`src/shared/ghj_pkg.sv`:
```
/*
 * Shared definitions for the port G/H/J pin controller: register byte
 * addresses, reset values, selector codes, pin positions, bus carrier.
 * Assumes a 32-bit system bus with byte addresses, one word per register.
 */
package ghj_pkg;

	// ****************************************************************
	// register byte addresses
	// ****************************************************************
	localparam logic [31:0] G_FUNC_ADDR = 32'h5600_0060;
	localparam logic [31:0] G_DATA_ADDR = 32'h5600_0064;
	localparam logic [31:0] G_PULL_ADDR = 32'h5600_0068;
	localparam logic [31:0] H_FUNC_ADDR = 32'h5600_0070;
	localparam logic [31:0] H_DATA_ADDR = 32'h5600_0074;
	localparam logic [31:0] H_PULL_ADDR = 32'h5600_0078;
	localparam logic [31:0] H_RSVD_ADDR = 32'h5600_007C;
	localparam logic [31:0] J_FUNC_ADDR = 32'h5600_00D0;
	localparam logic [31:0] J_DATA_ADDR = 32'h5600_00D4;
	localparam logic [31:0] J_PULL_ADDR = 32'h5600_00D8;
	localparam logic [31:0] J_RSVD_ADDR = 32'h5600_00DC;

	// ****************************************************************
	// reset values and fixed fields
	// ****************************************************************
	localparam logic [31:0] FUNC_RST = 32'h0000_0000;
	localparam logic [31:0] DATA_RST = 32'h0000_0000;
	localparam logic [31:0] H_PULL_RST = 32'h2AAA_AAAA;
	localparam logic [31:0] J_PULL_RST = 32'h0AAA_AAAA;
	localparam logic [15:0] G_PULL_RST = 16'hAAAA;
	localparam int G_PULL_LSB = 16;
	// pins 7..0 of port G take pulls elsewhere; selector 01 keeps them off
	localparam logic [15:0] G_LOW_PULL_OFF = 16'h5555;

	// ****************************************************************
	// pin counts, selector codes, pin positions
	// ****************************************************************
	localparam int G_PINS = 16;
	localparam int H_PINS = 15;
	localparam int J_PINS = 16;
	typedef enum logic [1:0] {FN_INPUT, FN_OUTPUT, FN_PERIPH, FN_ALT} ghj_fn_e;
	localparam logic [1:0] PULL_UP = 2'h0;
	localparam logic [1:0] PULL_DOWN = 2'h2;
	localparam int UART_CHANNELS = 4;
	localparam int H_CTS0_PIN = 8;
	localparam int H_RTS0_PIN = 9;
	localparam int H_CTS1_PIN = 10;
	localparam int H_RTS1_PIN = 11;
	localparam int H_EXTCLK_PIN = 12;
	localparam int H_CLK_OUT0_PIN = 13;
	localparam int H_CLK_OUT1_PIN = 14;
	localparam int H_RTS2_PIN = 6;
	localparam int H_CTS2_PIN = 7;
	localparam int CAM_BITS = 8;
	localparam int J_PCLK_PIN = 8;
	localparam int J_VSYNC_PIN = 9;
	localparam int J_HREF_PIN = 10;
	localparam int J_CAMCLK_PIN = 11;
	localparam int J_CAMRST_PIN = 12;
	localparam int J_LED_PIN = 13;
	localparam int J_CD_PIN = 14;
	localparam int J_WP_PIN = 15;
	// which pins drive in peripheral (10) and second-function (11) modes
	localparam logic [14:0] H_FN_OUT_MASK = 15'h6A55;
	localparam logic [14:0] H_ALT_OK_MASK = 15'h00C0;
	localparam logic [14:0] H_ALT_OUT_MASK = 15'h0040;
	localparam logic [15:0] J_FN_OUT_MASK = 16'h3800;

	// system bus request carrier
	typedef struct packed {
		logic [31:0] addr;
		logic [31:0] wdata;
		logic wr;
		logic rd;
	} ghj_bus_s;

endpackage

```
`src/verilog/ghj_port_cell.sv`:
```
/*
 * One port's pin cells: function select, output drive and enable, pull
 * decode, and the data-register read value, one generate lane per pin.
 * Assumes selector/data/pull words come from flops of the register file.
 */
`timescale 1ns/1ns
module ghj_port_cell
	import ghj_pkg::*;
#(
	parameter int PINS = 16,
	parameter logic [PINS-1:0] FN_OUT_MASK = '0,
	parameter logic [PINS-1:0] ALT_OK_MASK = '0,
	parameter logic [PINS-1:0] ALT_OUT_MASK = '0
) (
	input wire logic ref_clk,
	input wire logic rst_n,
	input wire logic [2*PINS-1:0] func,
	input wire logic [PINS-1:0] data,
	input wire logic [2*PINS-1:0] pull,
	input wire logic [PINS-1:0] pin_i,
	input wire logic [PINS-1:0] fn_o,
	input wire logic [PINS-1:0] alt_o,
	output logic [PINS-1:0] pin_o,
	output logic [PINS-1:0] pin_oe,
	output logic [PINS-1:0] pull_up_en,
	output logic [PINS-1:0] pull_down_en,
	output logic [PINS-1:0] read_val
);

	// ****************************************************************
	// per-pin lanes
	// ****************************************************************
	for (genvar i = 0; i < PINS; i++) begin : g_pin
		logic [1:0] sel;
		logic o_q;
		logic oe_q;
		logic pu_q;
		logic pd_q;
		assign sel = func[2*i +: 2];

		// drive and enable follow the selector one edge after it changes
		always_ff @(posedge ref_clk) begin
			if (!rst_n) begin
				o_q <= 1'b0;
				oe_q <= 1'b0;
			end else begin
				case (ghj_fn_e'(sel))
					FN_INPUT: begin
						o_q <= 1'b0;
						oe_q <= 1'b0;
					end
					FN_OUTPUT: begin
						o_q <= data[i];
						oe_q <= 1'b1;
					end
					FN_PERIPH: begin
						o_q <= fn_o[i];
						oe_q <= FN_OUT_MASK[i];
					end
					default: begin // code 11 drives alt_o only where both alt masks are set, else floats
						o_q <= alt_o[i];
						oe_q <= ALT_OK_MASK[i] & ALT_OUT_MASK[i];
					end
				endcase
			end
		end

		// pull decode: only 00 and 10 switch a resistor on
		always_ff @(posedge ref_clk) begin
			if (!rst_n) begin
				pu_q <= 1'b0;
				pd_q <= 1'b0;
			end else begin
				pu_q <= (pull[2*i +: 2] == PULL_UP);
				pd_q <= (pull[2*i +: 2] == PULL_DOWN);
			end
		end

		assign pin_o[i] = o_q;
		assign pin_oe[i] = oe_q;
		assign pull_up_en[i] = pu_q;
		assign pull_down_en[i] = pd_q;
		// functional pins return the raw pin, which software must ignore
		assign read_val[i] = (sel == FN_OUTPUT) ? data[i] : pin_i[i];
	end

endmodule // ghj_port_cell

```
`src/verilog/ghj_gpio_ports.sv`:
```
/*
 * Register file and pin routing for general-purpose ports G (selector, data and
 * upper pulls), H and J, with UART, camera and card-slot functions.
 * Assumes a single-cycle register port, pins sampled on ref_clk, and pad
 * cells that resolve pin_o/pin_oe and the pull enables outside.
 */
// Implementation choice: the strobed register port.
`timescale 1ns/1ns

// Function
// - input-mode pins read back the sampled pin level in the data register.
// - output-mode pins are driven with their data register bit.
// - data bits of peripheral-function pins read an undefined value.
// - pull code 00 pulls up, 10 pulls down, 01 and 11 disable both.
// - port G pull register holds pins 15..8 in bits 31..16 only.
// - two selector bits per pin: 00 input, 01 output, 10 peripheral, 11 second.
// - port H code 11 gives channel 2 flow control on pins 7 and 6.
// - port H code 10 routes UART data, flow control, serial clock, clock outputs.
// - port J code 10 routes camera signals and card-slot status pins.
// - port H and J function selectors reset to zero, all inputs.
// - port H pull register resets to 0x2AAAAAAA, pull-down everywhere.
// - port J pull register resets to 0xAAAAAAA.
// - port H and J data registers have no defined reset value.
// - port H registers decode at 0x56000070, 0x56000074, 0x56000078.
// - port J registers decode at 0x560000d0, 0x560000d4, 0x560000d8.
// - port G selector resets to zero, upper pull half to pull-down.
module ghj_gpio_ports
	import ghj_pkg::*;
(
	input wire logic ref_clk,
	input wire logic rst_n,
	input wire ghj_bus_s bus,
	output logic [31:0] rdata,
	input wire logic [G_PINS-1:0] g_pin_i,
	output logic [G_PINS-1:0] g_pin_o,
	output logic [G_PINS-1:0] g_pin_oe,
	output logic [G_PINS-1:0] g_pull_up_en,
	output logic [G_PINS-1:0] g_pull_down_en,
	input wire logic [H_PINS-1:0] h_pin_i,
	output logic [H_PINS-1:0] h_pin_o,
	output logic [H_PINS-1:0] h_pin_oe,
	output logic [H_PINS-1:0] h_pull_up_en,
	output logic [H_PINS-1:0] h_pull_down_en,
	input wire logic [J_PINS-1:0] j_pin_i,
	output logic [J_PINS-1:0] j_pin_o,
	output logic [J_PINS-1:0] j_pin_oe,
	output logic [J_PINS-1:0] j_pull_up_en,
	output logic [J_PINS-1:0] j_pull_down_en,
	input wire logic [UART_CHANNELS-1:0] uart_txd,
	output logic [UART_CHANNELS-1:0] uart_rxd,
	input wire logic [2:0] request_to_send_n,
	output logic [2:0] clear_to_send_n,
	output logic external_serial_clock,
	input wire logic clock_output_zero,
	input wire logic clock_output_one,
	output logic [CAM_BITS-1:0] camera_pixel_bus,
	output logic camera_pixel_clock,
	output logic camera_vertical_sync,
	output logic camera_line_reference,
	input wire logic camera_master_clock,
	input wire logic camera_reset_line,
	input wire logic card0_activity_led,
	output logic card0_detect_n,
	output logic card0_write_protect_n
);

	// ****************************************************************
	// register storage
	// ****************************************************************
	logic [31:0] g_func;
	logic [G_PINS-1:0] g_data;
	logic [15:0] g_pull_hi;
	logic [2*H_PINS-1:0] h_func;
	logic [H_PINS-1:0] h_data;
	logic [2*H_PINS-1:0] h_pull;
	logic [31:0] j_func;
	logic [J_PINS-1:0] j_data;
	logic [31:0] j_pull;
	logic [G_PINS-1:0] g_read;
	logic [H_PINS-1:0] h_read;
	logic [J_PINS-1:0] j_read;
	logic [31:0] next_rdata;
	logic [H_PINS-1:0] h_fn_o;
	logic [H_PINS-1:0] h_alt_o;
	logic [J_PINS-1:0] j_fn_o;

	// port G words; lower pull half is not stored at all
	always_ff @(posedge ref_clk) begin
		if (!rst_n) begin
			g_func <= FUNC_RST;
			g_data <= DATA_RST[G_PINS-1:0];
			g_pull_hi <= G_PULL_RST;
		end else if (bus.wr) begin
			if (bus.addr == G_FUNC_ADDR)
				g_func <= bus.wdata;
			if (bus.addr == G_DATA_ADDR)
				g_data <= bus.wdata[G_PINS-1:0];
			if (bus.addr == G_PULL_ADDR)
				g_pull_hi <= bus.wdata[31:G_PULL_LSB];
		end
	end

	// port H words; bits above pin 14 are not implemented
	always_ff @(posedge ref_clk) begin
		if (!rst_n) begin
			h_func <= FUNC_RST[2*H_PINS-1:0];
			h_data <= DATA_RST[H_PINS-1:0]; // tidy value only
			h_pull <= H_PULL_RST[2*H_PINS-1:0];
		end else if (bus.wr) begin
			if (bus.addr == H_FUNC_ADDR)
				h_func <= bus.wdata[2*H_PINS-1:0];
			if (bus.addr == H_DATA_ADDR)
				h_data <= bus.wdata[H_PINS-1:0];
			if (bus.addr == H_PULL_ADDR)
				h_pull <= bus.wdata[2*H_PINS-1:0];
		end
	end

	// port J words
	always_ff @(posedge ref_clk) begin
		if (!rst_n) begin
			j_func <= FUNC_RST;
			j_data <= DATA_RST[J_PINS-1:0]; // tidy value only
			j_pull <= J_PULL_RST;
		end else if (bus.wr) begin
			if (bus.addr == J_FUNC_ADDR)
				j_func <= bus.wdata;
			if (bus.addr == J_DATA_ADDR)
				j_data <= bus.wdata[J_PINS-1:0];
			if (bus.addr == J_PULL_ADDR)
				j_pull <= bus.wdata;
		end
	end

	// ****************************************************************
	// read path
	// ****************************************************************
	// reserved and unmapped words answer zero, no bus error exists
	always_comb begin
		next_rdata = 32'h0000_0000;
		case (bus.addr)
			G_FUNC_ADDR: next_rdata = g_func;
			G_DATA_ADDR: next_rdata = {16'h0000, g_read};
			G_PULL_ADDR: next_rdata = {g_pull_hi, 16'h0000};
			H_FUNC_ADDR: next_rdata = {2'b00, h_func};
			H_DATA_ADDR: next_rdata = {17'h0_0000, h_read};
			H_PULL_ADDR: next_rdata = {2'b00, h_pull};
			J_FUNC_ADDR: next_rdata = j_func;
			J_DATA_ADDR: next_rdata = {16'h0000, j_read};
			J_PULL_ADDR: next_rdata = j_pull;
			default: next_rdata = 32'h0000_0000;
		endcase
	end

	// data is valid only in the cycle after the strobe, zero otherwise
	always_ff @(posedge ref_clk) begin
		if (!rst_n)
			rdata <= 32'h0000_0000;
		else
			rdata <= bus.rd ? next_rdata : 32'h0000_0000;
	end

	// ****************************************************************
	// peripheral outputs onto pins
	// ****************************************************************
	always_comb begin
		h_fn_o = '0;
		h_alt_o = '0;
		for (int c = 0; c < UART_CHANNELS; c++)
			h_fn_o[2*c] = uart_txd[c];
		h_fn_o[H_RTS0_PIN] = request_to_send_n[0];
		h_fn_o[H_RTS1_PIN] = request_to_send_n[1];
		h_fn_o[H_CLK_OUT0_PIN] = clock_output_zero;
		h_fn_o[H_CLK_OUT1_PIN] = clock_output_one;
		h_alt_o[H_RTS2_PIN] = request_to_send_n[2];
	end

	always_comb begin
		j_fn_o = '0;
		j_fn_o[J_CAMCLK_PIN] = camera_master_clock;
		j_fn_o[J_CAMRST_PIN] = camera_reset_line;
		j_fn_o[J_LED_PIN] = card0_activity_led;
	end

	// ****************************************************************
	// pin cells
	// ****************************************************************
	// port G functions live in another block, so its peripheral modes float
	ghj_port_cell #(.PINS(G_PINS)) u_port_g (
		.ref_clk(ref_clk),
		.rst_n(rst_n),
		.func(g_func),
		.data(g_data),
		.pull({g_pull_hi, G_LOW_PULL_OFF}),
		.pin_i(g_pin_i),
		.fn_o('0),
		.alt_o('0),
		.pin_o(g_pin_o),
		.pin_oe(g_pin_oe),
		.pull_up_en(g_pull_up_en),
		.pull_down_en(g_pull_down_en),
		.read_val(g_read)
	);

	ghj_port_cell #(
		.PINS(H_PINS),
		.FN_OUT_MASK(H_FN_OUT_MASK),
		.ALT_OK_MASK(H_ALT_OK_MASK),
		.ALT_OUT_MASK(H_ALT_OUT_MASK)
	) u_port_h (
		.ref_clk(ref_clk),
		.rst_n(rst_n),
		.func(h_func),
		.data(h_data),
		.pull(h_pull),
		.pin_i(h_pin_i),
		.fn_o(h_fn_o),
		.alt_o(h_alt_o),
		.pin_o(h_pin_o),
		.pin_oe(h_pin_oe),
		.pull_up_en(h_pull_up_en),
		.pull_down_en(h_pull_down_en),
		.read_val(h_read)
	);

	ghj_port_cell #(
		.PINS(J_PINS),
		.FN_OUT_MASK(J_FN_OUT_MASK)
	) u_port_j (
		.ref_clk(ref_clk),
		.rst_n(rst_n),
		.func(j_func),
		.data(j_data),
		.pull(j_pull),
		.pin_i(j_pin_i),
		.fn_o(j_fn_o),
		.alt_o('0),
		.pin_o(j_pin_o),
		.pin_oe(j_pin_oe),
		.pull_up_en(j_pull_up_en),
		.pull_down_en(j_pull_down_en),
		.read_val(j_read)
	);

	// ****************************************************************
	// pins into peripherals
	// ****************************************************************
	// deselected inputs park at idle: UART lines and active-low status high
	always_ff @(posedge ref_clk) begin
		if (!rst_n) begin
			uart_rxd <= '1;
			clear_to_send_n <= 3'h7;
			external_serial_clock <= 1'b0;
		end else begin
			for (int c = 0; c < UART_CHANNELS; c++)
				uart_rxd[c] <= (h_func[4*c+2 +: 2] == FN_PERIPH) ? h_pin_i[2*c+1] : 1'b1;
			clear_to_send_n[0] <= (h_func[2*H_CTS0_PIN +: 2] == FN_PERIPH) ? h_pin_i[H_CTS0_PIN] : 1'b1;
			clear_to_send_n[1] <= (h_func[2*H_CTS1_PIN +: 2] == FN_PERIPH) ? h_pin_i[H_CTS1_PIN] : 1'b1;
			clear_to_send_n[2] <= (h_func[2*H_CTS2_PIN +: 2] == FN_ALT) ? h_pin_i[H_CTS2_PIN] : 1'b1;
			external_serial_clock <= (h_func[2*H_EXTCLK_PIN +: 2] == FN_PERIPH) & h_pin_i[H_EXTCLK_PIN];
		end
	end

	// camera and card-slot inputs from port J
	always_ff @(posedge ref_clk) begin
		if (!rst_n) begin
			camera_pixel_bus <= '0;
			camera_pixel_clock <= 1'b0;
			camera_vertical_sync <= 1'b0;
			camera_line_reference <= 1'b0;
			card0_detect_n <= 1'b1;
			card0_write_protect_n <= 1'b1;
		end else begin
			for (int b = 0; b < CAM_BITS; b++)
				camera_pixel_bus[b] <= (j_func[2*b +: 2] == FN_PERIPH) & j_pin_i[b];
			camera_pixel_clock <= (j_func[2*J_PCLK_PIN +: 2] == FN_PERIPH) & j_pin_i[J_PCLK_PIN];
			camera_vertical_sync <= (j_func[2*J_VSYNC_PIN +: 2] == FN_PERIPH) & j_pin_i[J_VSYNC_PIN];
			camera_line_reference <= (j_func[2*J_HREF_PIN +: 2] == FN_PERIPH) & j_pin_i[J_HREF_PIN];
			card0_detect_n <= (j_func[2*J_CD_PIN +: 2] == FN_PERIPH) ? j_pin_i[J_CD_PIN] : 1'b1;
			card0_write_protect_n <= (j_func[2*J_WP_PIN +: 2] == FN_PERIPH) ? j_pin_i[J_WP_PIN] : 1'b1;
		end
	end
endmodule // ghj_gpio_ports

```
`config.mk`:
```
export PLATFORM = sky130hd
export DESIGN_NAME = ghj_gpio_ports
export DESIGN_NICKNAME = d
export VERILOG_FILES = /design/src/shared/ghj_pkg.sv /design/src/verilog/ghj_port_cell.sv /design/src/verilog/ghj_gpio_ports.sv
export SDC_FILE = /design/constraint.sdc
export NUM_CORES = 1
export LEC_CHECK = 0
export BUFFER_PORTS_ARGS = -buffer_cell sky130_fd_sc_hd__buf_2
export CELL_PAD_IN_SITES_DETAIL_PLACEMENT = 0
export CELL_PAD_IN_SITES_GLOBAL_PLACEMENT = 2
export CORE_MARGIN = 4
export CORE_UTILIZATION = 36
export CTS_CLUSTER_SIZE = 40
export DETAILED_ROUTE_END_ITERATION = 10
export PLACE_DENSITY = 0.81
export SYNTH_ARGS = -nofsm -noshare
export SYNTH_HDL_FRONTEND = slang
export SYNTH_SLANG_ARGS = --single-unit
```
`constraint.sdc`:
```
create_clock -name ref_clk -period 4.16 [get_ports ref_clk]
set_clock_uncertainty 0.15 [all_clocks]
set_input_delay 0.208 -clock ref_clk [delete_from_list [all_inputs] [get_ports ref_clk]]
set_output_delay 0.208 -clock ref_clk [all_outputs]
set_load 0.01 [all_outputs]
```
==> impl_metrics.toml <==
[min_path]
hold_path.class = "primary input to register"

[floorplanning]
dieWidth_um = 229.9
core_region_area_um2 = 48850
start_util_pct = 36.28
rows = 81
pin_count = 368
dieHeight_um = 229.9
die_area_um2 = 52840

[routing]
drtIter0Drc = 1333
firstDrtPassIters = 9
wirelength_um = 61780
wire_per_inst_um = 22.59
antenna_left = 0
via_per_inst = 5.062
via_count = 13840
drc = 0

[sta]
final.period_utilization_pct = 80.96
finalWorstSetupSlack_ns = 0.7919
worst_pin_slew_ns = 1.282
hold_ws_ns = 0.02973
setup_viol = 0
slew-limit-headroom_pct = 14.51
fin_setup_tns_ns = 0
fin_crit_ns = 3.368
finalHoldViolations = 0
rsz0062_at_grt = "false"
maxSlewViolCount = 0
max_clock_freq_mhz = 296.9

[power]
irDropWorstVdd_v = 0.0002537
sw_frac_of_total_pct = 22.20
pwr-share-seq_pct = 47.5
pwr-share-clk_pct = 48.2
finalPower_mw = 9.002
power_density_nw_per_um2 = 426.8
cellLeakagePower_nw = 9.705
power.internal_mw = 7.003
p_sw_mw = 1.999
p_comb_share_pct = 4.2

[critical_path]
crit_type = "primary input to register"
cp-end-kind = "register"
worst_ep_required_time_ns = 4.54
cp-start-kind = "primary input"
cp.arrival_ns = 3.75
cp_max_fo = 20

[cells_and_area]
final_area_um2 = 21090
fillers = 4843
syn_to_final_growth_pct = 19.01
nets = 2178
layout_commonest_cell = "dfxtp_1"
fin_util_pct = 43.18
drive_gt1_share_pct = 25.18
mostFrequentLayoutCells = "444 x dfxtp_1, 351 x buf_2, 200 x nor2_1, 169 x nand2_1, 154 x mux2i_1"
layoutNonFillerInstCount = 2735

[global_route]
overflow = 0
antenna_found_initial = 3
track_usage_pct = 22.50
grt_pass1_wl_um = 89970
grt_max_degree = 143
grt_pass1_vias = 13420

[clock_network]
ctsHoldBuffers = 81
clock-sinks = 444
clock_latency_ns = 0.58
htree_levels = 2
cts_made_buffers = 47
clk_pin_slew_ns = 0.06
cts_tree = "yes"
cts_max_path_buffers = 3
cts_resized = 0
cts_setup_buffers = 0
clockRootBuffer = "clkbuf_16"

[place]
gp_congestion = 0.8369
hpwl_um = 44750
dp.cells = 2565
io_buffer_count = 351
placedInstanceArea_um2 = 18670
place_ws_ns = 1.032

[synthesis]
yosys_warnings = 0
netlist_area_um2 = 17720
synth-seq-cells = 444
synthArstFlopShare_pct = 0
seq_area_frac_synth_pct = 50.15
syn_inst = 1809
ys_types = 58
synth_edf_count = 0
ys.flop_type = "dfxtp_1"
avgSynthCellArea_um2 = 9.797

[run]
maxCapViolations = 0

[outcome]
status = "complete, no violations"
==> path summary, 6_finish.rpt <==
check | end | from | cells past startpoint | slack (ns)
worst min register to register | u_port_h.g_pin[11].pd_q | h_pull[22] | 1 | 0.33
worst max register to register | rdata[2] | h_func[4] | 7 | 1.74
worst min-delay path | rdata[14] | h_pin_i[14] | 4 | 0.03
worst max-delay path | rdata[2] | bus[35] | 8 | 0.79
==> kinds of logic after synthesis <==
logic type,after synthesis,share of synthesized area (%)
other,1,0.02116
multiplexers,190,10.98
flip-flops,444,50.15
AND/OR/NAND/NOR,651,18.81
AO/OA/AOI/OAI,179,7.208
buffers and inverters,324,11.41
adder cells (fa/ha/maj),20,1.412
==> state kept, by name, indices dropped and copies added (netlist names), 30 cells and up <==
name    cells
h_pull     30
j_pull     32
h_func     30
j_func     32
rdata      32
g_func     32
==> worst max-delay path, stage by stage <==
cell and delay [ns]:
dlygate4sd3_1 0.53, buf_2 0.16, or4_1 0.65, nor2_1 0.21
and3_1 0.92, a222oi_1 0.31, a31oi_1 0.18, dlygate4sd3_1 0.56
==> synth_stat cells (3+ instances only) <==
library cell | instances | area share (%)
nor3b_1 | 39 | 1.7
inv_1 | 23 | 0.49
buf_2 | 32 | 0.90
nand3_1 | 40 | 1.1
buf_6 | 6 | 0.38
a22oi_1 | 36 | 1.5
ha_1 | 20 | 1.4
a22o_1 | 5 | 0.25
a21oi_1 | 63 | 1.8
dfxtp_1 | 444 | 50
nand4_1 | 6 | 0.21
mux2_2 | 36 | 2.3
buf_4 | 192 | 8.1
nand2_1 | 169 | 3.6
nand4_2 | 4 | 0.28
and4b_1 | 14 | 0.79
mux2i_1 | 154 | 8.7
clkbuf_1 | 68 | 1.4
nor3_1 | 56 | 1.6
and3_1 | 8 | 0.28
and2_1 | 35 | 1.2
nor3_2 | 3 | 0.17
or4b_2 | 7 | 0.40
nor2_1 | 202 | 4.3
a31oi_1 | 13 | 0.46
nor4_4 | 3 | 0.36
nand2b_1 | 37 | 1.3
o21ai_0 | 7 | 0.20
a222oi_1 | 45 | 2.5
==> metal layers <==
metal  vias to the layer above  global-route usage [%]  part of all wire, %
li1                       6476                       -                    -
met2                       548                   34.66                   44
met5                         -                       0                0.032
met3                        90                   5.513                  8.0
met4                         2                   5.955                  2.6
met1                      6728                   31.66                   45
==> power groups by stage <==
stage	sequential, mW	combinational (mW)	clock [mW]
2_1_floorplan	4.37	0.172	0
3_3_place_gp	4.37	0.323	0
3_5_place_dp	4.37	0.323	0
4_1_cts	4.28	0.382	4.43
5_1_grt	4.28	0.405	4.61
6_report	4.28	0.381	4.34
==> layout make-up <==
type	instances	area, um2	area share [%]
Antenna cell	2	5.005	0.02373
Clock buffer	72	1411	6.691
Clock inverter	15	192.7	0.9135
Inverter	24	97.59	0.4627
Multi-Input combinational cell	1056	6892	32.67
Sequential cell	444	8889	42.14
Tap cell	664	830.8	3.939
Timing Repair Buffer	458	2775	13.16
Power figures use the tool's default switching activity.
